$ cat config.mk
export PLATFORM = sky130hd
export DESIGN_NAME = asdt_top
export DESIGN_NICKNAME = d
export VERILOG_FILES = /design/src/asdt_pkg.sv /design/src/asdt_top.sv /design/src/asdt_cmp.sv
export SDC_FILE = /design/constraint.sdc
export NUM_CORES = 1
export LEC_CHECK = 0
export BUFFER_PORTS_ARGS = -buffer_cell sky130_fd_sc_hd__buf_2
export CELL_PAD_IN_SITES_DETAIL_PLACEMENT = 2
export CELL_PAD_IN_SITES_GLOBAL_PLACEMENT = 2
export CORE_ASPECT_RATIO = 2
export CORE_MARGIN = 2
export CORE_UTILIZATION = 38
export DETAILED_ROUTE_END_ITERATION = 16
export PLACE_DENSITY = 0.79
export SLEW_MARGIN = 10
export SYNTH_ARGS = -nofsm -noshare
export SYNTH_HDL_FRONTEND = slang
export SYNTH_SLANG_ARGS = --single-unit
$ cat constraint.sdc
create_clock -name clk_i -period 4.4 [get_ports clk_i]
set_input_delay 0.88 -clock clk_i [delete_from_list [all_inputs] [get_ports clk_i]]
set_output_delay 0.88 -clock clk_i [all_outputs]
set_load 0.02 [all_outputs]
$ cat src/asdt_pkg.sv
// asdt_pkg: register map, field layout, reset values and encodings of the audio decode trigger
// assumes a 32-bit classic wishbone register bus
package asdt_pkg;
    // register byte offsets
    localparam logic [7:0] ASDT_CTRL_OFF = 8'h00;
    localparam logic [7:0] ASDT_WORD_OFF = 8'h04;
    localparam logic [7:0] ASDT_TDM_OFF = 8'h08;
    localparam logic [7:0] ASDT_TRIG_OFF = 8'h0C;
    localparam logic [7:0] ASDT_VLO_OFF = 8'h10;
    localparam logic [7:0] ASDT_VHI_OFF = 8'h14;
    localparam logic [7:0] ASDT_STAT_OFF = 8'h18;
    localparam logic [7:0] ASDT_LAST_OFF = 8'h1C;
    // control field positions
    localparam int ASDT_EN_BIT = 0;
    localparam int ASDT_FMT_LSB = 1;
    localparam int ASDT_FALL_BIT = 3;
    localparam int ASDT_LRINV_BIT = 4;
    localparam int ASDT_DINV_BIT = 5;
    localparam int ASDT_MSB_BIT = 6;
    localparam int ASDT_SYNCF_BIT = 7;
    localparam int ASDT_CLK_LSB = 8;
    localparam int ASDT_LR_LSB = 10;
    localparam int ASDT_DAT_LSB = 12;
    // tdm register fields
    localparam int ASDT_SLOTLEN_LSB = 0;
    localparam int ASDT_NSLOT_LSB = 8;
    localparam int ASDT_DELAY_LSB = 16;
    localparam int ASDT_TSLOT_LSB = 24;
    // trigger register fields
    localparam int ASDT_SRC_BIT = 0;
    localparam int ASDT_COND_LSB = 1;
    localparam int ASDT_SIDE_LSB = 4;
    // reset values
    localparam logic [31:0] ASDT_CTRL_RST = 32'h0000_0000;
    localparam logic [5:0] ASDT_LEN_RST = 6'h04;
    localparam logic [6:0] ASDT_NSLOT_RST = 7'h02;
    localparam logic [4:0] ASDT_DELAY_RST = 5'h00;
    localparam logic [5:0] ASDT_TSLOT_RST = 6'h00;
    // limits
    localparam logic [5:0] ASDT_LEN_MIN = 6'h04;
    localparam logic [5:0] ASDT_LEN_MAX = 6'h20;
    localparam logic [6:0] ASDT_NSLOT_MIN = 7'h02;
    localparam logic [6:0] ASDT_NSLOT_MAX = 7'h40;
    typedef enum logic [1:0] {
        ASDT_FMT_I2S = 2'h0,
        ASDT_FMT_LEFT_JUST = 2'h1,
        ASDT_FMT_RIGHT_JUST = 2'h2,
        ASDT_FMT_TDM = 2'h3
    } asdt_fmt_t;
    typedef enum logic [2:0] {
        ASDT_EQ = 3'h0, ASDT_NE = 3'h1, ASDT_LT = 3'h2, ASDT_GT = 3'h3,
        ASDT_LE = 3'h4, ASDT_GE = 3'h5, ASDT_IN = 3'h6, ASDT_OUT = 3'h7
    } asdt_cond_t;
    localparam logic [1:0] ASDT_SIDE_EITHER = 2'h0;
    localparam logic [1:0] ASDT_SIDE_LEFT = 2'h1;
    localparam logic [1:0] ASDT_SIDE_RIGHT = 2'h2;
endpackage : asdt_pkg

$ cat src/asdt_top.sv
// asdt_top: passive audio serial decoder and trigger, wishbone configured
// assumes bus channels are asynchronous pins sampled at 40 MHz, bit clock well below 10 MHz
// Function
// - watch clock, select, data from four channels
// - i2s, left, right justified and tdm
// - stereo word length 4..32, default 4
// - sample data on chosen clock edge
// - select polarity swaps left and right
// - data polarity high means one or zero
// - lsb_first or msb_first assembly, lsb default
// - tdm data bits per slot 4..32
// - tdm slot length 4..32 clocks
// - tdm slots per frame 2..64
// - tdm bit delay 0..31 after sync
// - tdm frame start on chosen sync edge
// - stereo sources: select event or data
// - tdm sources: frame sync or data
// - eight data comparison conditions
// - stereo data trigger either, left, right
// - tdm data trigger on one slot
// - disabled decoder yields no words
`timescale 1ns/1ps
module asdt_top import asdt_pkg::*; (
    // clock and reset
    input wire logic clk_i,
    input wire logic rst_i,
    // wishbone slave
    input wire logic cyc_i,
    input wire logic stb_i,
    input wire logic we_i,
    input wire logic [7:0] adr_i,
    input wire logic [3:0] sel_i,
    input wire logic [31:0] dat_i,
    output logic [31:0] dat_o,
    output logic ack_o,
    // probe channels
    input wire logic [3:0] chan_i,
    // decoded stream and trigger
    output logic word_vld_o,
    output logic [31:0] word_o,
    output logic word_right_o,
    output logic [5:0] word_slot_o,
    output logic trig_o
);
    logic [31:0] ctrl_ff, wlen_ff, tdm_ff, trig_ff, vlo_ff, vhi_ff;
    logic ack_ff;
    logic [31:0] rdat_ff;
    logic [3:0] s1_ff, s2_ff;
    logic clk_old_ff, lr_old_ff;
    logic [31:0] sh_ff;
    logic [5:0] bcnt_ff;
    logic [5:0] slot_ff;
    logic [5:0] dly_ff;
    logic in_frame_ff;
    logic cur_right_ff;
    logic vld_ff, right_ff, evt_ff;
    logic [31:0] word_ff;
    logic [5:0] wslot_ff;
    logic [31:0] nwords_ff;
    logic hit;

    // clamp a programmed length to its legal range
    function automatic logic [5:0] clamp_len(input logic [5:0] v);
        if (v < ASDT_LEN_MIN) begin
            return ASDT_LEN_MIN;
        end else if (v > ASDT_LEN_MAX) begin
            return ASDT_LEN_MAX;
        end
        return v;
    endfunction : clamp_len

    function automatic logic [31:0] wr_mask(input logic [31:0] old, input logic [31:0] nw,
                                            input logic [3:0] sel);
        logic [31:0] r;
        r = old;
        for (int i = 0; i < 4; i++) begin
            if (sel[i]) begin
                r[i*8 +: 8] = nw[i*8 +: 8];
            end
        end
        return r;
    endfunction : wr_mask

    // configuration fields
    logic en;
    logic [1:0] fmt;
    logic tdm;
    logic [5:0] wlen, slen;
    logic [6:0] nslot;
    logic [4:0] bdelay;
    logic [5:0] tslot;
    assign en = ctrl_ff[ASDT_EN_BIT];
    assign fmt = ctrl_ff[ASDT_FMT_LSB +: 2];
    assign tdm = (fmt == ASDT_FMT_TDM);
    assign wlen = clamp_len(wlen_ff[5:0]);
    assign slen = clamp_len(tdm_ff[ASDT_SLOTLEN_LSB +: 6]);
    assign nslot = (tdm_ff[ASDT_NSLOT_LSB +: 7] < ASDT_NSLOT_MIN) ? ASDT_NSLOT_MIN :
                   (tdm_ff[ASDT_NSLOT_LSB +: 7] > ASDT_NSLOT_MAX) ? ASDT_NSLOT_MAX :
                   tdm_ff[ASDT_NSLOT_LSB +: 7];
    assign bdelay = tdm_ff[ASDT_DELAY_LSB +: 5];
    assign tslot = tdm_ff[ASDT_TSLOT_LSB +: 6];

    // wishbone: ack one cycle after request, dropped the next cycle
    logic req;
    assign req = cyc_i && stb_i && !ack_ff;
    always_ff @(posedge clk_i) begin
        if (rst_i) begin
            ack_ff <= 1'b0;
            rdat_ff <= 32'h0000_0000;
        end else begin
            ack_ff <= req;
            if (req) begin
                if (adr_i == ASDT_CTRL_OFF) begin
                    rdat_ff <= ctrl_ff;
                end else if (adr_i == ASDT_WORD_OFF) begin
                    rdat_ff <= wlen_ff;
                end else if (adr_i == ASDT_TDM_OFF) begin
                    rdat_ff <= tdm_ff;
                end else if (adr_i == ASDT_TRIG_OFF) begin
                    rdat_ff <= trig_ff;
                end else if (adr_i == ASDT_VLO_OFF) begin
                    rdat_ff <= vlo_ff;
                end else if (adr_i == ASDT_VHI_OFF) begin
                    rdat_ff <= vhi_ff;
                end else if (adr_i == ASDT_STAT_OFF) begin
                    rdat_ff <= nwords_ff;
                end else if (adr_i == ASDT_LAST_OFF) begin
                    rdat_ff <= word_ff;
                end else begin
                    rdat_ff <= 32'h0000_0000;
                end
            end
        end
    end
    assign ack_o = ack_ff;
    assign dat_o = rdat_ff;

    // writes land at the edge that ends ack, while ack is still high
    logic wr;
    assign wr = cyc_i && stb_i && we_i && ack_ff;
    always_ff @(posedge clk_i) begin
        if (rst_i) begin
            ctrl_ff <= ASDT_CTRL_RST;
            wlen_ff <= {26'h0, ASDT_LEN_RST};
            tdm_ff <= {2'h0, ASDT_TSLOT_RST, 3'h0, ASDT_DELAY_RST, 1'h0, ASDT_NSLOT_RST,
                       2'h0, ASDT_LEN_RST};
            trig_ff <= {26'h0, ASDT_LEN_RST};
            vlo_ff <= 32'h0000_0000;
            vhi_ff <= 32'h0000_0000;
        end else if (wr) begin
            if (adr_i == ASDT_CTRL_OFF) begin
                ctrl_ff <= wr_mask(ctrl_ff, dat_i, sel_i);
            end else if (adr_i == ASDT_WORD_OFF) begin
                wlen_ff <= wr_mask(wlen_ff, dat_i, sel_i);
            end else if (adr_i == ASDT_TDM_OFF) begin
                tdm_ff <= wr_mask(tdm_ff, dat_i, sel_i);
            end else if (adr_i == ASDT_TRIG_OFF) begin
                trig_ff <= wr_mask(trig_ff, dat_i, sel_i);
            end else if (adr_i == ASDT_VLO_OFF) begin
                vlo_ff <= wr_mask(vlo_ff, dat_i, sel_i);
            end else if (adr_i == ASDT_VHI_OFF) begin
                vhi_ff <= wr_mask(vhi_ff, dat_i, sel_i);
            end
        end
    end

    // two-flop synchronisers, then channel routing
    always_ff @(posedge clk_i) begin
        if (rst_i) begin
            s1_ff <= 4'h0;
            s2_ff <= 4'h0;
        end else begin
            s1_ff <= chan_i;
            s2_ff <= s1_ff;
        end
    end
    logic bclk, lrs, sdat;
    assign bclk = s2_ff[ctrl_ff[ASDT_CLK_LSB +: 2]];
    assign lrs = s2_ff[ctrl_ff[ASDT_LR_LSB +: 2]];
    assign sdat = s2_ff[ctrl_ff[ASDT_DAT_LSB +: 2]] ^ ctrl_ff[ASDT_DINV_BIT];

    logic samp, lr_edge, sync_edge;
    assign samp = ctrl_ff[ASDT_FALL_BIT] ? (clk_old_ff && !bclk)
                                          : (!clk_old_ff && bclk);
    assign lr_edge = samp && (lrs != lr_old_ff);
    assign sync_edge = samp && (ctrl_ff[ASDT_SYNCF_BIT] ? (lr_old_ff && !lrs)
                                                        : (!lr_old_ff && lrs));

    // i2s data starts one clock after select edge; justified formats start at once
    logic new_word;
    logic [5:0] skip;
    assign new_word = tdm ? sync_edge : lr_edge;
    assign skip = tdm ? {1'b0, bdelay} : (fmt == ASDT_FMT_I2S) ? 6'h01 : 6'h00;

    logic bit_take, slot_end, word_full;
    assign bit_take = samp && in_frame_ff && (dly_ff == 6'h00);
    assign word_full = (bcnt_ff + 6'h01 == wlen);
    assign slot_end = tdm && bit_take && (bcnt_ff + 6'h01 == slen);

    // right justified: keep last wlen bits before select change
    logic rj;
    assign rj = (fmt == ASDT_FMT_RIGHT_JUST);

    always_ff @(posedge clk_i) begin
        if (rst_i) begin
            clk_old_ff <= 1'b0;
            lr_old_ff <= 1'b0;
            sh_ff <= 32'h0000_0000;
            bcnt_ff <= 6'h00;
            slot_ff <= 6'h00;
            dly_ff <= 6'h00;
            in_frame_ff <= 1'b0;
            cur_right_ff <= 1'b0;
            vld_ff <= 1'b0;
            word_ff <= 32'h0000_0000;
            right_ff <= 1'b0;
            wslot_ff <= 6'h00;
            evt_ff <= 1'b0;
            nwords_ff <= 32'h0000_0000;
        end else begin
            clk_old_ff <= bclk;
            if (samp) begin
                lr_old_ff <= lrs;
            end
            vld_ff <= 1'b0;
            evt_ff <= en && new_word;
            if (!en) begin
                in_frame_ff <= 1'b0;
            end else if (new_word) begin
                if (rj && in_frame_ff) begin
                    vld_ff <= 1'b1;
                    word_ff <= ctrl_ff[ASDT_MSB_BIT] ? sh_ff
                             : sh_ff >> (6'h20 - wlen);
                    right_ff <= cur_right_ff;
                    nwords_ff <= nwords_ff + 32'h0000_0001;
                end
                in_frame_ff <= 1'b1;
                // with no skip the bit on the edge is the first of the new word
                bcnt_ff <= (skip == 6'h00) ? 6'h01 : 6'h00;
                slot_ff <= 6'h00;
                sh_ff <= (skip != 6'h00) ? 32'h0000_0000
                       : (rj && !ctrl_ff[ASDT_MSB_BIT]) ? {sdat, 31'h0000_0000}
                       : {31'h0000_0000, sdat};
                dly_ff <= (skip == 6'h00) ? 6'h00 : skip - 6'h01;
                cur_right_ff <= lrs ^ ctrl_ff[ASDT_LRINV_BIT];
            end else if (samp && in_frame_ff && dly_ff != 6'h00) begin
                dly_ff <= dly_ff - 6'h01;
            end else if (bit_take) begin
                if (rj) begin
                    sh_ff <= ctrl_ff[ASDT_MSB_BIT] ? {sh_ff[30:0], sdat} & ~(32'hFFFF_FFFF << wlen)
                                                   : {sdat, sh_ff[31:1]};
                end else if (bcnt_ff < wlen) begin
                    if (ctrl_ff[ASDT_MSB_BIT]) begin
                        sh_ff <= {sh_ff[30:0], sdat};
                    end else begin
                        sh_ff[bcnt_ff[4:0]] <= sdat;
                    end
                    if (word_full) begin
                        vld_ff <= 1'b1;
                        word_ff <= ctrl_ff[ASDT_MSB_BIT] ? {sh_ff[30:0], sdat}
                                 : (sh_ff | (32'h0000_0001 << bcnt_ff[4:0]) & {32{sdat}});
                        right_ff <= cur_right_ff;
                        wslot_ff <= slot_ff;
                        nwords_ff <= nwords_ff + 32'h0000_0001;
                    end
                end
                if (!rj) begin
                    bcnt_ff <= (bcnt_ff == 6'h3F) ? bcnt_ff : bcnt_ff + 6'h01;
                end
                if (slot_end) begin
                    bcnt_ff <= 6'h00;
                    sh_ff <= 32'h0000_0000;
                    if ({1'b0, slot_ff} + 7'h01 == nslot) begin
                        in_frame_ff <= 1'b0;
                    end else begin
                        slot_ff <= slot_ff + 6'h01;
                    end
                end
            end
        end
    end

    // slot or side filter sits before the comparator
    logic side_ok;
    always_comb begin
        side_ok = 1'b1;
        if (tdm) begin
            side_ok = (wslot_ff == tslot);
        end else if (trig_ff[ASDT_SIDE_LSB +: 2] == ASDT_SIDE_LEFT) begin
            side_ok = !right_ff;
        end else if (trig_ff[ASDT_SIDE_LSB +: 2] == ASDT_SIDE_RIGHT) begin
            side_ok = right_ff;
        end
    end

    asdt_cmp u_cmp (
        .clk_i(clk_i),
        .rst_i(rst_i),
        .word_vld_i(vld_ff && side_ok),
        .word_i(word_ff),
        .cond_i(trig_ff[ASDT_COND_LSB +: 3]),
        .lo_i(vlo_ff),
        .hi_i(vhi_ff),
        .hit_o(hit)
    );

    logic trig_q_ff;
    always_ff @(posedge clk_i) begin
        if (rst_i) begin
            trig_q_ff <= 1'b0;
        end else begin
            trig_q_ff <= trig_ff[ASDT_SRC_BIT] ? hit : evt_ff;
        end
    end
    assign trig_o = trig_q_ff;
    assign word_vld_o = vld_ff;
    assign word_o = word_ff;
    assign word_right_o = right_ff;
    assign word_slot_o = wslot_ff;
endmodule : asdt_top

$ cat src/asdt_cmp.sv
// asdt_cmp: registered value comparator for the data trigger
// assumes value and bounds arrive with word_vld on the same clock
`timescale 1ns/1ps
module asdt_cmp import asdt_pkg::*; (
    // clock and reset
    input wire logic clk_i,
    input wire logic rst_i,
    // word in
    input wire logic word_vld_i,
    input wire logic [31:0] word_i,
    // setup
    input wire logic [2:0] cond_i,
    input wire logic [31:0] lo_i,
    input wire logic [31:0] hi_i,
    // result
    output logic hit_o
);
    logic hit_ff;
    logic nxt_hit;
    always_comb begin
        nxt_hit = 1'b0;
        if (word_vld_i) begin
            case (cond_i)
                ASDT_EQ: nxt_hit = (word_i == lo_i);
                ASDT_NE: nxt_hit = (word_i != lo_i);
                ASDT_LT: nxt_hit = (word_i < lo_i);
                ASDT_GT: nxt_hit = (word_i > lo_i);
                ASDT_LE: nxt_hit = (word_i <= lo_i);
                ASDT_GE: nxt_hit = (word_i >= lo_i);
                ASDT_IN: nxt_hit = (word_i >= lo_i) && (word_i <= hi_i);
                default: nxt_hit = (word_i < lo_i) || (word_i > hi_i);
            endcase
        end
    end
    always_ff @(posedge clk_i) begin
        if (rst_i) begin
            hit_ff <= 1'b0;
        end else begin
            hit_ff <= nxt_hit;
        end
    end
    assign hit_o = hit_ff;
endmodule : asdt_cmp

# After elaboration in Yosys (flattened, before gate mapping)
# Index checks and enable logic that the tools add are counted.
dict set report totals {
  regBits 362
  inputBits 53
  output_inout_bits 74
  word_cells 295
}
dict set report op_classes {
  add_sub_neg 7
  order_cmp 18
  n_eq_ne 31
  shifts 3
  muxes 99
  bitwise 16
  n_reduce_logical 77
}
# operator count
set op_table {}
lappend op_table {{two-way mux 32 bit} 34}
lappend op_table {{two-way mux 6 bit} 20}
lappend op_table {{bitwise AND 32 bit} 2}
lappend op_table {{> comparator 32 bit} 2}
lappend op_table {{less-or-equal comparator 32 bit} 2}
lappend op_table {{AND reduction 7 bit} 6}
lappend op_table {{two-way mux 1 bit} 36}
lappend op_table {{adder 32 x 1 -> 32 bit, second input constant} 1}
lappend op_table {{bitwise mux 32 bit} 1}
lappend op_table {{equality test 32 bit} 1}
lappend op_table {{equality test 8 x 5 -> 1 bit, second input constant} 4}
lappend op_table {{>= comparator 32 bit} 1}
lappend op_table {{< comparator 32 bit} 1}
lappend op_table {{inequality test 32 bit} 1}
lappend op_table {{NOT 32 bit} 1}
lappend op_table {{bitwise OR 32 bit} 1}
lappend op_table {{AND reduction 8 bit} 4}
lappend op_table {{<< shifter 1 x 5 -> 32 bit, first input constant} 1}
lappend op_table {{<< shifter 32 x 6 -> 32 bit, first input constant} 1}
lappend op_table {{>> shifter 32 x 6 -> 32 bit} 1}
lappend op_table {{AND reduction 5 bit} 6}
lappend op_table {{AND reduction 4 bit} 6}
lappend op_table {{AND reduction 6 bit} 4}
lappend op_table {{logical AND 1 bit} 21}
lappend op_table {{other kinds (46)} 93}

# Depth between registers and ports, before layout
# Gate-level depths: netlist (run 1).
dict set report logic_depth {
  depth_word 13
  mapped_depth 17
}

# Cells and area by module
# A second synthesis (run 1) with hierarchy kept.
dict set report hier_totals {
  hier_cells 2731
  hier_area_um2 21739.6
}
# module instances cells_each area_each_um2
set by_module_without_submodules {}
lappend by_module_without_submodules {asdt_top 1 2487 19914.1}
lappend by_module_without_submodules {asdt_cmp 1 244 1825.5}

# Worst setup path after synthesis (run 1)
# No wires, ideal clock.
dict set report synth_timing {
  kind {register to register}
  from {register wlen_ff[2]}
  to {register word_ff[12] (netlist: word_o[12])}
  setup_time_ps 91
  arrival_ps 3056
  setup_slack_ps 1253
  stages_incl_launch_ff 13
  path_buffers 3
  cell_sequence {dfxtp_1 > or3_1 > nand3_1 > ha_1 > ha_1 > inv_1 > clkbuf_1 > clkbuf_1 > clkbuf_1 > nand2_1 > o221ai_1 > o21ai_0 > a311oi_1}
}
dict set report synth_via {
  elab_chain_cells 9
}
# element line
set synth_lines {}
lappend synth_lines {{start: declaration} asdt_top.sv:45} ;# logic [31:0] ctrl_ff, wlen_ff, tdm_ff, trig_ff, vlo_ff, vhi_ff;
lappend synth_lines {{start signal: assignment} asdt_top.sv:144} ;# wlen_ff <= {26'h0, ASDT_LEN_RST};
lappend synth_lines {{start signal: assignment} asdt_top.sv:154} ;# wlen_ff <= wr_mask(wlen_ff, dat_i, sel_i);
lappend synth_lines {{> comparator 6 bit} asdt_top.sv:66} ;# end else if (v > ASDT_LEN_MAX) begin
lappend synth_lines {{two-way mux 1 bit} asdt_top.sv:66}
lappend synth_lines {{two-way mux 1 bit} asdt_top.sv:64} ;# if (v < ASDT_LEN_MIN) begin
lappend synth_lines {{two-way mux 6 bit *} asdt_top.sv:69} ;# return v;
lappend synth_lines {{subtractor 6 bit} asdt_top.sv:233} ;# : sh_ff >> (6'h20 - wlen);
lappend synth_lines {{>> shifter 32 x 6 -> 32 bit} asdt_top.sv:233}
lappend synth_lines {{two-way mux 32 bit} asdt_top.sv:232} ;# word_ff <= ctrl_ff[ASDT_MSB_BIT] ? sh_ff
lappend synth_lines {{two-way mux 32 bit} asdt_top.sv:230} ;# if (rj && in_frame_ff) begin
lappend synth_lines {{two-way mux 32 bit} asdt_top.sv:229} ;# end else if (new_word) begin
lappend synth_lines {{end signal: assignment} asdt_top.sv:232}
lappend synth_lines {{end signal: assignment} asdt_top.sv:260} ;# word_ff <= ctrl_ff[ASDT_MSB_BIT] ? {sh_ff[30:0], sdat}
lappend synth_lines {{end: declaration} asdt_top.sv:57} ;# logic [31:0] word_ff;
# Mark *: on every way between the ends. The rest lies on a longest branch, timed or not. The select of a mux whose other input is x is not followed.
# A chain may end at the register's enable or synchronous reset.

# Worst setup path after layout (run 1)
dict set report layout_timing {
  from {register ctrl_ff[10]}
  to {register word_ff[26] (netlist: word_o[26])}
}
dict set report layout_via {
  elab_chain_cells 9
}
# element line
set layout_lines {}
lappend layout_lines {{start: declaration} asdt_top.sv:45}
lappend layout_lines {{start signal: assignment} asdt_top.sv:152} ;# ctrl_ff <= wr_mask(ctrl_ff, dat_i, sel_i);
lappend layout_lines {{binary-select mux 1 bit (select 2 bit) *} asdt_top.sv:179} ;# assign lrs = s2_ff[ctrl_ff[ASDT_LR_LSB +: 2]];
lappend layout_lines {{two-way mux 1 bit (implied by the code) *} asdt_top.sv:179}
lappend layout_lines {{via lrs} asdt_top.sv:177} ;# logic bclk, lrs, sdat;
lappend layout_lines {{zero test 1 bit} asdt_top.sv:186} ;# assign sync_edge = samp && (ctrl_ff[ASDT_SYNCF_BIT] ? (lr_old_ff && !lrs)
lappend layout_lines {{logical AND 1 bit} asdt_top.sv:186}
lappend layout_lines {{two-way mux 1 bit} asdt_top.sv:186}
lappend layout_lines {{logical AND 1 bit} asdt_top.sv:186}
lappend layout_lines {{two-way mux 1 bit *} asdt_top.sv:192} ;# assign new_word = tdm ? sync_edge : lr_edge;
lappend layout_lines {{inequality test 2 x 1 -> 1 bit (no line), or another cell as far along} -}
lappend layout_lines {{AND reduction 7 bit (no line)} -}
# Mark *: on every way through the listed nets, which the timed path passes. The rest lies on a longest branch. The select of a mux whose other input is x is not followed.

==> results of run 1 <==
## metal layers
| metal | share of wire | routed length, um | track usage |
|---|---|---|---|
| met5 | 0 | 0 | 0 |
| met4 | 0.12 | 13700 | 0.365 |
| met3 | 0.045 | 5110 | 0.0524 |
| met2 | 0.51 | 58200 | 0.661 |
| met1 | 0.32 | 36400 | 0.334 |
## report_power, final
part           internal, uW  total [uW]  leakage [uW]  switching (uW)
clock network          1950        3460      0.000623            1510
logic                  89.0         346       0.00530             257
registers              3300        3320       0.00292            20.1
total                  5340        7130       0.00885            1790
## metrics by stage
stage	total power (uW)	setup slack [ns]	util	cell area, um^2	hold slack (ns)
after CTS	7170	0.221	0.432	25500	0.443
after global routing	7330	0.120	0.432	25500	0.464
after floorplan	3550	1.25	-	22600	0.414
after detailed placement	3730	0.254	0.410	24200	0.430
final	7130	0.193	0.432	25500	0.439
after global placement	3720	0.301	0.410	24200	0.421
## cells by family (layout without fill, tap and decap cells)
logic type | after synthesis | in the layout | synth area share
AND/OR/NAND/NOR | 942 | 942 | 0.200
AO/OA/AOI/OAI | 639 | 639 | 0.186
flip-flops | 362 | 362 | 0.320
buffers and inverters | 345 | 426 | 0.0619
multiplexers | 288 | 288 | 0.162
adder cells (fa/ha/maj) | 86 | 86 | 0.0476
XOR/XNOR | 56 | 56 | 0.0217
## cells in the mapped netlist, drive strengths merged, types with 40 or more instances
cell type / count / area share
dfxtp: 362 / 0.32
nor2: 337 / 0.057
nand2: 280 / 0.047
mux2i: 221 / 0.098
a21oi: 173 / 0.038
clkbuf: 153 / 0.025
inv: 132 / 0.022
o21ai: 129 / 0.029
ha: 86 / 0.048
mux4: 62 / 0.062
buf: 60 / 0.014
nor3: 58 / 0.014
nor2b: 50 / 0.014
nand3: 47 / 0.010
xnor2: 47 / 0.018
o22ai: 45 / 0.012
a311oi: 42 / 0.016
a22oi: 40 / 0.013
## how the worst min path moves through the flow
stage	from	to	slack, ns	cells past startpoint
after global routing	s1_ff[0]	s2_ff[0]	0.46	1
after floorplan	s1_ff[0]	s2_ff[0]	0.41	1
after CTS	s1_ff[0]	s2_ff[0]	0.44	1
after global placement	s1_ff[0]	s2_ff[0]	0.42	1
final	s1_ff[2]	s2_ff[2]	0.44	1
after detailed placement	s1_ff[0]	s2_ff[0]	0.43	1
## cell type report
cell class / count / area, um^2 / share of cell area
multi-input cells: 2011 / 14000 / 0.551
flip-flops and latches: 362 / 7250 / 0.285
repair buffers: 226 / 1440 / 0.0567
clock buffers: 54 / 1110 / 0.0437
well taps: 768 / 961 / 0.0377
inverters: 132 / 500 / 0.0197
clock inverters: 14 / 171 / 0.00673
==> results by group, run 1 <==
Run status
  • Status: completed

Detailed routing
  • DRT iter0 DRCs: 1,586
  • DRT Pass-1 Iters: 7
  • Routed WL: 113,000 um
  • Number of vias per cell: 6.46
  • Post-DRT Antenna Nets: 0
  • DR DRC count: 0
  • DR WL/cell: 31.8 um
  • Vias: 23,000

Clock tree
  • Inserted Clock Buffers: 40
  • Later-pin clock latency in the skew report: 0.59 ns
  • TritonCTS clock tree: built
  • Clock sink total: 362
  • Maximum clock path buffer count: 3
  • Postcts setup bufs: 0
  • H-tree Lvls: 2
  • Hold buffers post-CTS: 0
  • Root Driver: clkbuf_16
  • PostCTS Resize Cnt: 0
  • Reg clk slew, reported paths: 0.06 ns

Setup path
  • Number of cells on the worst reg-to-reg path: 12
  • CP peak stage delay: 0.65 ns
  • Crit Reg-Reg Endpoint: word_o[26]
  • Worst EP required: 4.83 ns
  • Critical Path Start Type: flip-flop
  • CP max stage cell: a211oi_1
  • FF-to-FF setup slack: 0.19 ns
  • Arr. time, crit path: 4.64 ns
  • WP depth: 12
  • Launch point of the worst reg-to-reg path: ctrl_ff[10]
  • CP Capture Type: flip-flop
  • Crit path top cell by count: buf_4
  • Delay-heaviest family, CP: simple AND/OR/NAND/NOR gates
  • Worst-path fanout max: 25
  • Buf/Inv on CP: 3
  • CP Capture Point: word_o[26]
  • CP Class: reg2reg
  • Crit-path cells: mux4_2 > inv_1 > ha_1 > mux2i_1 > and2_2 > and3_1 > a41oi_4 > nand2b_1 > buf_4 > a211oi_1 > buf_4 > nor3_1
  • Crit path from: ctrl_ff[10]

Floorplanning
  • DIE WIDTH: 177 um
  • Die span in y: 349 um
  • Core box area: 59,000 um^2
  • DIE AREA: 61,600 um^2
  • Rows: 126
  • Starting Density: 0.384
  • Num ports: 127

Yosys
  • Post-synthesis sequential area ratio: 0.320
  • Number of synthesized register bits: 362
  • Syn Area/Cell: 8.33 um^2
  • Post-Syn Nets: 2,857
  • Mapped Area: 22,600 um^2
  • Primary FF master, synth: dfxtp_1
  • Synthesis Warnings: 0
  • Fraction of registers with async set or reset after synthesis: 0
  • Number of flops mapped to enable cells by yosys: 0
  • Gate Count Post-Synth: 2,718
  • Distinct cells, synth: 88

Flow run
  • Max Cap Violations: 0

Placement
  • Placed insts: 3,499
  • Final RePlAce weighted congestion: 1.03
  • DPL Wire Length: 87,100 um
  • IO buf count: 126

GRT
  • Vias in the first global route: 25,600
  • First-pass GRT wire length: 166,000 um
  • Largest net degree at the start of global routing: 100
  • Global Route Usage Sum: 0.363
  • Total global routing overflow: 0
  • Antenna violations before repair: 0

Pwr
  • Pleak: 0.00885 uW
  • Maximum vdd drop: 0.264 mV
  • Pwr dens: 280 nW/um^2

STA
  • Slew Limit Fails: 0
  • RSZ-0062 raised after global routing: false
  • Hold Vio Cnt, Final: 0
  • Fin crit share: 0.956
  • Clock Skew: 0.0262 ns
  • Worst-Margin Slew: 1.14 ns
  • Setup tns final: 0 ns
  • Minimum clock period: 4.21 ns
  • Final setup viols: 0
  • Max Fclk: 0.238 GHz
  • Relative slew slack: 0.221

Cells and area
  • NumNets Final: 2,912
  • Commonest cells after routing, fill and taps aside: 361 x dfxtp_1, 327 x nor2_1, 276 x nand2_1
  • Filler cell count: 6,591
  • Ant diodes: 0
  • Synthesis-to-layout area growth: 12.6%
  • Share of cells above drive strength 1: 0.150
  • Most common cell after layout, fill and taps aside: dfxtp_1
  • Post-Layout Cell Count: 3,567

Worst hold path
  • Worst Hold Class: reg2reg
Note: power is estimated with default switching activity, not from simulation.
==> inputs of run 2 (changes only) <==
Settings changed: PLACE_DENSITY 0.79 to not set, PLACE_DENSITY_LB_ADDON set to 0.08.
==> run 2 against run 1 <==
Maximum frequency increased by 6.8%. Sequential power about the same. Clock skew decreased by 0.0091 ns. Combinational power about the same. Clock power about the same. Cell count about the same. Count of clock-buffer cells in the layout decreased by 8. Die area unchanged. Via count decreased by 1.8%. Register-to-register slack improved by 0.27 ns. Critical endpoint is now sh_ff[5]. Largest cell class unchanged.
==> results by group, run 2 (synthesized netlist as in run 1, its figures left out) <==
Setup path
  • Arr. time, crit path: 4.41 ns (-0.23 ns)
  • Delay-heaviest family, CP: simple AND/OR/NAND/NOR gates
  • Worst-path fanout max: 22 (-12%)
  • CP peak stage delay: 0.58 ns (-0.07 ns)
  • Crit path top cell by count: mux2i_1
  • Launch point of the worst reg-to-reg path: ctrl_ff[10]
  • CP max stage cell: mux4_2
  • CP Class: reg2reg
  • Crit Reg-Reg Endpoint: sh_ff[5]
  • CP Capture Type: flip-flop
  • Buf/Inv on CP: 2 (-1)
  • FF-to-FF setup slack: 0.46 ns (+0.27 ns)
  • Critical Path Start Type: flip-flop
  • Number of cells on the worst reg-to-reg path: 12 (unchanged)
  • Crit-path cells: mux4_2 > ha_1 > mux2i_1 > mux2i_1 > and2_2 > buf_4 > nor2_1 > nand2_2 > nor2_1 > buf_4 > a21oi_1 > mux2i_1
  • Worst EP required: 4.87 ns (+0.04 ns)

Floorplanning
  • Die span in y: 349 um (unchanged)
  • DIE AREA: 61,600 um^2 (unchanged)
  • Core box area: 59,000 um^2 (unchanged)
  • Rows: 126 (unchanged)
  • DIE WIDTH: 177 um (unchanged)
  • Num ports: 127 (unchanged)
  • Starting Density: 0.384 (unchanged)

STA
  • Final setup viols: 0 (unchanged)
  • Hold Vio Cnt, Final: 0 (unchanged)
  • Clock Skew: 0.0171 ns (-0.00912 ns)
  • Fin crit share: 0.895 (-0.0611)
  • RSZ-0062 raised after global routing: false
  • Setup tns final: 0 ns (unchanged)
  • Max Fclk: 0.254 GHz (+6.8%)
  • Slew Limit Fails: 0 (unchanged)
  • Minimum clock period: 3.94 ns (-0.269 ns)
  • Worst-Margin Slew: 1.23 ns (+0.0888 ns)
  • Relative slew slack: 0.173 (-0.0482)

Cells and area
  • Most common cell after layout, fill and taps aside: dfxtp_1
  • NumNets Final: 2,905 (-0.24%)
  • Area of the multi-input gates: 14,000 um^2 (+0.11%)
  • Sequential cell area: 7250 um^2 (unchanged)
  • Share of cells above drive strength 1: 0.152 (+0.00154)
  • Synthesis-to-layout area growth: 12.5% (about the same)
  • Filler cell count: 6,689 (+1.5%)
  • Final core occ: 0.432 (about the same)
  • Commonest cells after routing, fill and taps aside: 361 x dfxtp_1, 327 x nor2_1, 276 x nand2_1

Worst hold path
  • Worst Hold Class: reg2reg
  • Worst Hold Path EP: s2_ff[3]
  • Worst Hold Depth: 1 (unchanged)
  • Critical hold path startpoint: s1_ff[3]

Clock tree
  • Root Driver: clkbuf_16
  • H-tree Lvls: 2 (unchanged)
  • Reg clk slew, reported paths: 0.07 ns (about the same)
  • Later-pin clock latency in the skew report: 0.59 ns (about the same)
  • PostCTS Resize Cnt: 0 (unchanged)
  • Inserted Clock Buffers: 39 (-2.5%)
  • Postcts setup bufs: 0 (unchanged)
  • Clock sink total: 362 (unchanged)
  • Maximum clock path buffer count: 3 (unchanged)
  • Hold buffers post-CTS: 0 (unchanged)
  • TritonCTS clock tree: built

Placement
  • Final RePlAce weighted congestion: 1.03 (+0.37%)
  • IO buf count: 126 (unchanged)
  • DPL Wire Length: 90,100 um (+3.4%)

Run status
  • Status: completed

GRT
  • Vias in the first global route: 24,800 (-3.4%)
  • First-pass GRT wire length: 167,000 um (+0.85%)
  • Largest net degree at the start of global routing: 188 (+88%)
  • Total global routing overflow: 0 (unchanged)
  • Antenna violations before repair: 3 (+3)
  • Global Route Usage Sum: 0.372 (+0.00817)

Detailed routing
  • DR DRC count: 0 (unchanged)
  • Post-DRT Antenna Nets: 0 (unchanged)
  • Vias: 22,600 (-1.8%)
  • DR WL/cell: 32.4 um (+1.8%)
  • DRT iter0 DRCs: 1,311 (-17%)
  • Number of vias per cell: 6.34 (-1.8%)
  • DRT Pass-1 Iters: 5 (-2)
  • Routed WL: 115,000 um (+1.8%)

Pwr
  • Pleak: 0.00885 uW (about the same)
  • Pwr dens: 280 nW/um^2 (+0.11%)
  • Maximum vdd drop: 0.295 mV (+11%)

Flow run
  • Max Cap Violations: 0 (unchanged)
==> run 2: cell count changes in the layout (fill, tap and decap cells not counted), sizes merged <==
cell / before / now
buf: 226 / 220
diode: 0 / 1
clkbuf: 54 / 46
inv: 133 / 138
clkinv: 7 / 15
clkinvlp: 3 / 2
==> run 2: per-layer routing <==
layer,global-route usage,up-vias,share of wire
met1,0.334,11500,0.32
met2,0.685,750,0.52
met3,0.0560,452,0.040
met4,0.369,4,0.12
met5,0,-,0.00022
li1,-,9913,-
==> run 2: worst max-delay path by stage <==
stage,cells after the start,end,slack (ns),from
2_1_floorplan,12,word_o[12],1.25,wlen_ff[2]
3_3_place_gp,12,sh_ff[4],0.63,ctrl_ff[10]
3_5_place_dp,9,tdm_ff[31],0.51,adr_i[1]
4_1_cts,12,sh_ff[4],0.50,ctrl_ff[10]
5_1_grt,12,sh_ff[29],0.29,ctrl_ff[10]
6_report,12,sh_ff[5],0.46,ctrl_ff[10]
==> run 2: metrics by stage <==
step / hold slack, ns / cells / worst slack [ns] / total power, uW / instance area, um^2
floorplan: 0.414 / 2718 / 1.25 / 3550 / 22600
global placement: 0.418 / 3493 / 0.633 / 3720 / 24200
detailed placement: 0.441 / 3493 / 0.506 / 3730 / 24200
CTS: 0.459 / 3565 / 0.501 / 7200 / 25400
global route: 0.465 / 3565 / 0.289 / 7340 / 25400
finish: 0.453 / 3566 / 0.461 / 7130 / 25500
==> run 2: cell type report <==
cell class                      instances  share of cell area
Clock buffer                           46              0.0410
Tap cell                              768              0.0378
Clock inverter                         26             0.00944
Antenna cell                            1           0.0000983
Sequential cell                       362               0.285
Inverter                              132              0.0197
Multi-Input combinational cell       2011               0.552
Timing Repair Buffer                  220              0.0555
==> run 2: report_power, final <==
part           internal [uW]  switching (uW)  leakage (uW)  total [uW]
registers               3300            19.9       0.00292        3320
clock network           1900            1570      0.000642        3470
logic                   87.8             256       0.00528         344
==> inputs of run 3 (changes only) <==
Settings changed: CELL_PAD_IN_SITES_DETAIL_PLACEMENT 2 to 0, CELL_PAD_IN_SITES_GLOBAL_PLACEMENT 2 to 1, CORE_UTILIZATION 38 to 33.
==> run 3 against run 2 <==
Worst setup slack improved by 0.029 ns. Utilization fell by 5.1 points. Largest power group unchanged. Highest routed layer unchanged. Largest cell class unchanged. Count of clock-buffer cells in the layout rose by 7.
==> results by group, run 3 (synthesized netlist as in run 1, its figures left out) <==
GRT
  • Vias in the first global route: 21,500 (-13%)
  • Antenna violations before repair: 1 (-2)
  • Largest net degree at the start of global routing: 134 (-29%)
  • Global Route Usage Sum: 0.296 (-0.0758)
  • First-pass GRT wire length: 153,000 um (-8.7%)
  • Total global routing overflow: 0 (unchanged)

STA
  • Hold Vio Cnt, Final: 0 (unchanged)
  • Final setup viols: 0 (unchanged)
  • Final worst slack: 0.491 ns (+0.0292 ns)
  • Max Fclk: 0.256 GHz (+0.75%)
  • Relative slew slack: 0.216 (+0.0435)
  • Slew Limit Fails: 0 (unchanged)
  • Setup tns final: 0 ns (unchanged)
  • Worst-Margin Slew: 1.17 ns (-0.0566 ns)
  • Minimum clock period: 3.91 ns (-0.0292 ns)
  • Fin crit share: 0.888 (-0.00664)
  • Clock Skew: 0.0146 ns (-0.00250 ns)
  • RSZ-0062 raised after global routing: false

Clock tree
  • Later-pin clock latency in the skew report: 0.58 ns (about the same)
  • PostCTS Resize Cnt: 0 (unchanged)
  • H-tree Lvls: 2 (unchanged)
  • Inserted Clock Buffers: 39 (unchanged)
  • Hold buffers post-CTS: 0 (unchanged)
  • Maximum clock path buffer count: 3 (unchanged)
  • Reg clk slew, reported paths: 0.06 ns (about the same)
  • Root Driver: clkbuf_16
  • Postcts setup bufs: 0 (unchanged)
  • Clock sink total: 362 (unchanged)
  • TritonCTS clock tree: built

Pwr
  • Maximum vdd drop: 0.315 mV (+6.7%)
  • Psw: 1780 uW (-3.7%)
  • Pleak: 0.00891 uW (+0.73%)
  • Sequential power share: 0.449 (-0.016)
  • Pwr dens: 287 nW/um^2 (+2.3%)
  • Internal power: 5600 uW (+6.0%)
  • Sw Share: 0.241 (-0.0180)
  • Clk pwr share: 0.505 (+0.018)
  • Comb pwr share: 0.045 (-0.003)

Floorplanning
  • DIE AREA: 70,800 um^2 (+15%)
  • Core box area: 67,700 um^2 (+15%)
  • Num ports: 127 (unchanged)
  • Rows: 135 (+7.1%)
  • Starting Density: 0.334 (-0.0497)
  • Die span in y: 374 um (+7.2%)
  • DIE WIDTH: 189 um (+7.1%)

Setup path
  • Worst-path fanout max: 15 (-32%)
  • FF-to-FF setup slack: 0.49 ns (+0.03 ns)
  • Worst EP required: 4.84 ns (-0.03 ns)
  • Critical Path Start Type: flip-flop
  • Arr. time, crit path: 4.34 ns (-0.07 ns)
  • CP Capture Type: flip-flop
  • CP Class: reg2reg

Detailed routing
  • Post-DRT Antenna Nets: 0 (unchanged)
  • Vias: 21,900 (-3.2%)
  • Routed WL: 107,000 um (-7.5%)
  • DRT iter0 DRCs: 1,707 (+30%)
  • DRT Pass-1 Iters: 8 (+3)
  • DR WL/cell: 29.0 um (-11%)
  • Number of vias per cell: 5.93 (-6.4%)
  • DR DRC count: 0 (unchanged)

Flow run
  • Max Cap Violations: 0 (unchanged)

Cells and area
  • Share of cells above drive strength 1: 0.151 (-0.000412)
  • Most common cell after layout, fill and taps aside: dfxtp_1
  • Ant diodes: 0 (-1)
  • Synthesis-to-layout area growth: 13.9%
  • Commonest cells after routing, fill and taps aside: 361 x dfxtp_1, 327 x nor2_1, 276 x nand2_1
  • NumNets Final: 2,910 (+0.17%)
  • Post-Layout Cell Count: 3,688 (+3.4%)
  • Final core occ: 0.380 (-0.0513)

Placement
  • Dpl ws: 0.568 ns (+0.0622 ns)
  • DPL Wire Length: 83,000 um (-7.8%)
  • Placed insts: 3,620 (+3.6%)
  • IO buf count: 126 (unchanged)
  • Final RePlAce weighted congestion: 1.02 (-0.44%)

Worst hold path
  • Worst Hold Class: reg2reg

Run status
  • Status: completed
-- run 3: cell count changes in the layout (fill, tap and decap cells not counted), sizes merged --
cell      previous run  this run
inv                138       134
buf                220       225
bufinv               3         7
clkbuf              46        53
clkinvlp             2         0
diode                1         0
clkinv              15         6
-- run 3: through the flow --
stage,hold WS (ns),area [um^2],total power (uW)
2_1_floorplan,0.414,22600,3550
5_1_grt,0.457,25800,7590
3_5_place_dp,0.437,24400,3730
6_report,0.442,25800,7380
4_1_cts,0.445,25800,7470
3_3_place_gp,0.423,24400,3730
-- run 3: area by class of cell --
cell class,count,area [um^2]
inverter,132,500
clock inverter,15,269
tap,890,1110
clock buffer,53,1130
fill,7008,42000
multi-input combinational,2011,14000
timing repair buffer,225,1460
sequential,362,7250
-- run 3: power groups by stage --
| stage | clock [uW] | sequential (uW) | combinational, uW |
|---|---|---|---|
| 4_1_cts | 3820 | 3320 | 338 |
| 2_1_floorplan | 0 | 3400 | 150 |
| 6_report | 3730 | 3320 | 335 |
| 3_5_place_dp | 0 | 3390 | 337 |
| 5_1_grt | 3920 | 3320 | 354 |
| 3_3_place_gp | 0 | 3390 | 338 |
-- run 3: critical path: stages (launching register included) --
cell and delay, ns:
dfxtp_1 0.38, mux4_2 0.58, inv_1 0.10, ha_1 0.23
mux2i_1 0.19, nand2_2 0.29, nor2_1 0.97, nor2b_1 0.28
a211oi_1 0.65, nor3_1 0.08
-- run 3: path summary, 6_finish.rpt --
kind	startpoint	to	cells after the start
worst max-delay path	ctrl_ff[10]	word_o[26]	9
worst min-delay path	s1_ff[0]	s2_ff[0]	1
worst max register to register	ctrl_ff[10]	word_o[26]	9
worst min register to register	s1_ff[0]	s2_ff[0]	1
-- run 3: metal layers --
layer	share of wire	GRT usage	vias up
met2	0.54	0.570	907
met1	0.33	0.284	10700
met4	0.086	0.211	2
li1	-	-	9940
met3	0.044	0.0368	331
met5	0.000075	0	-
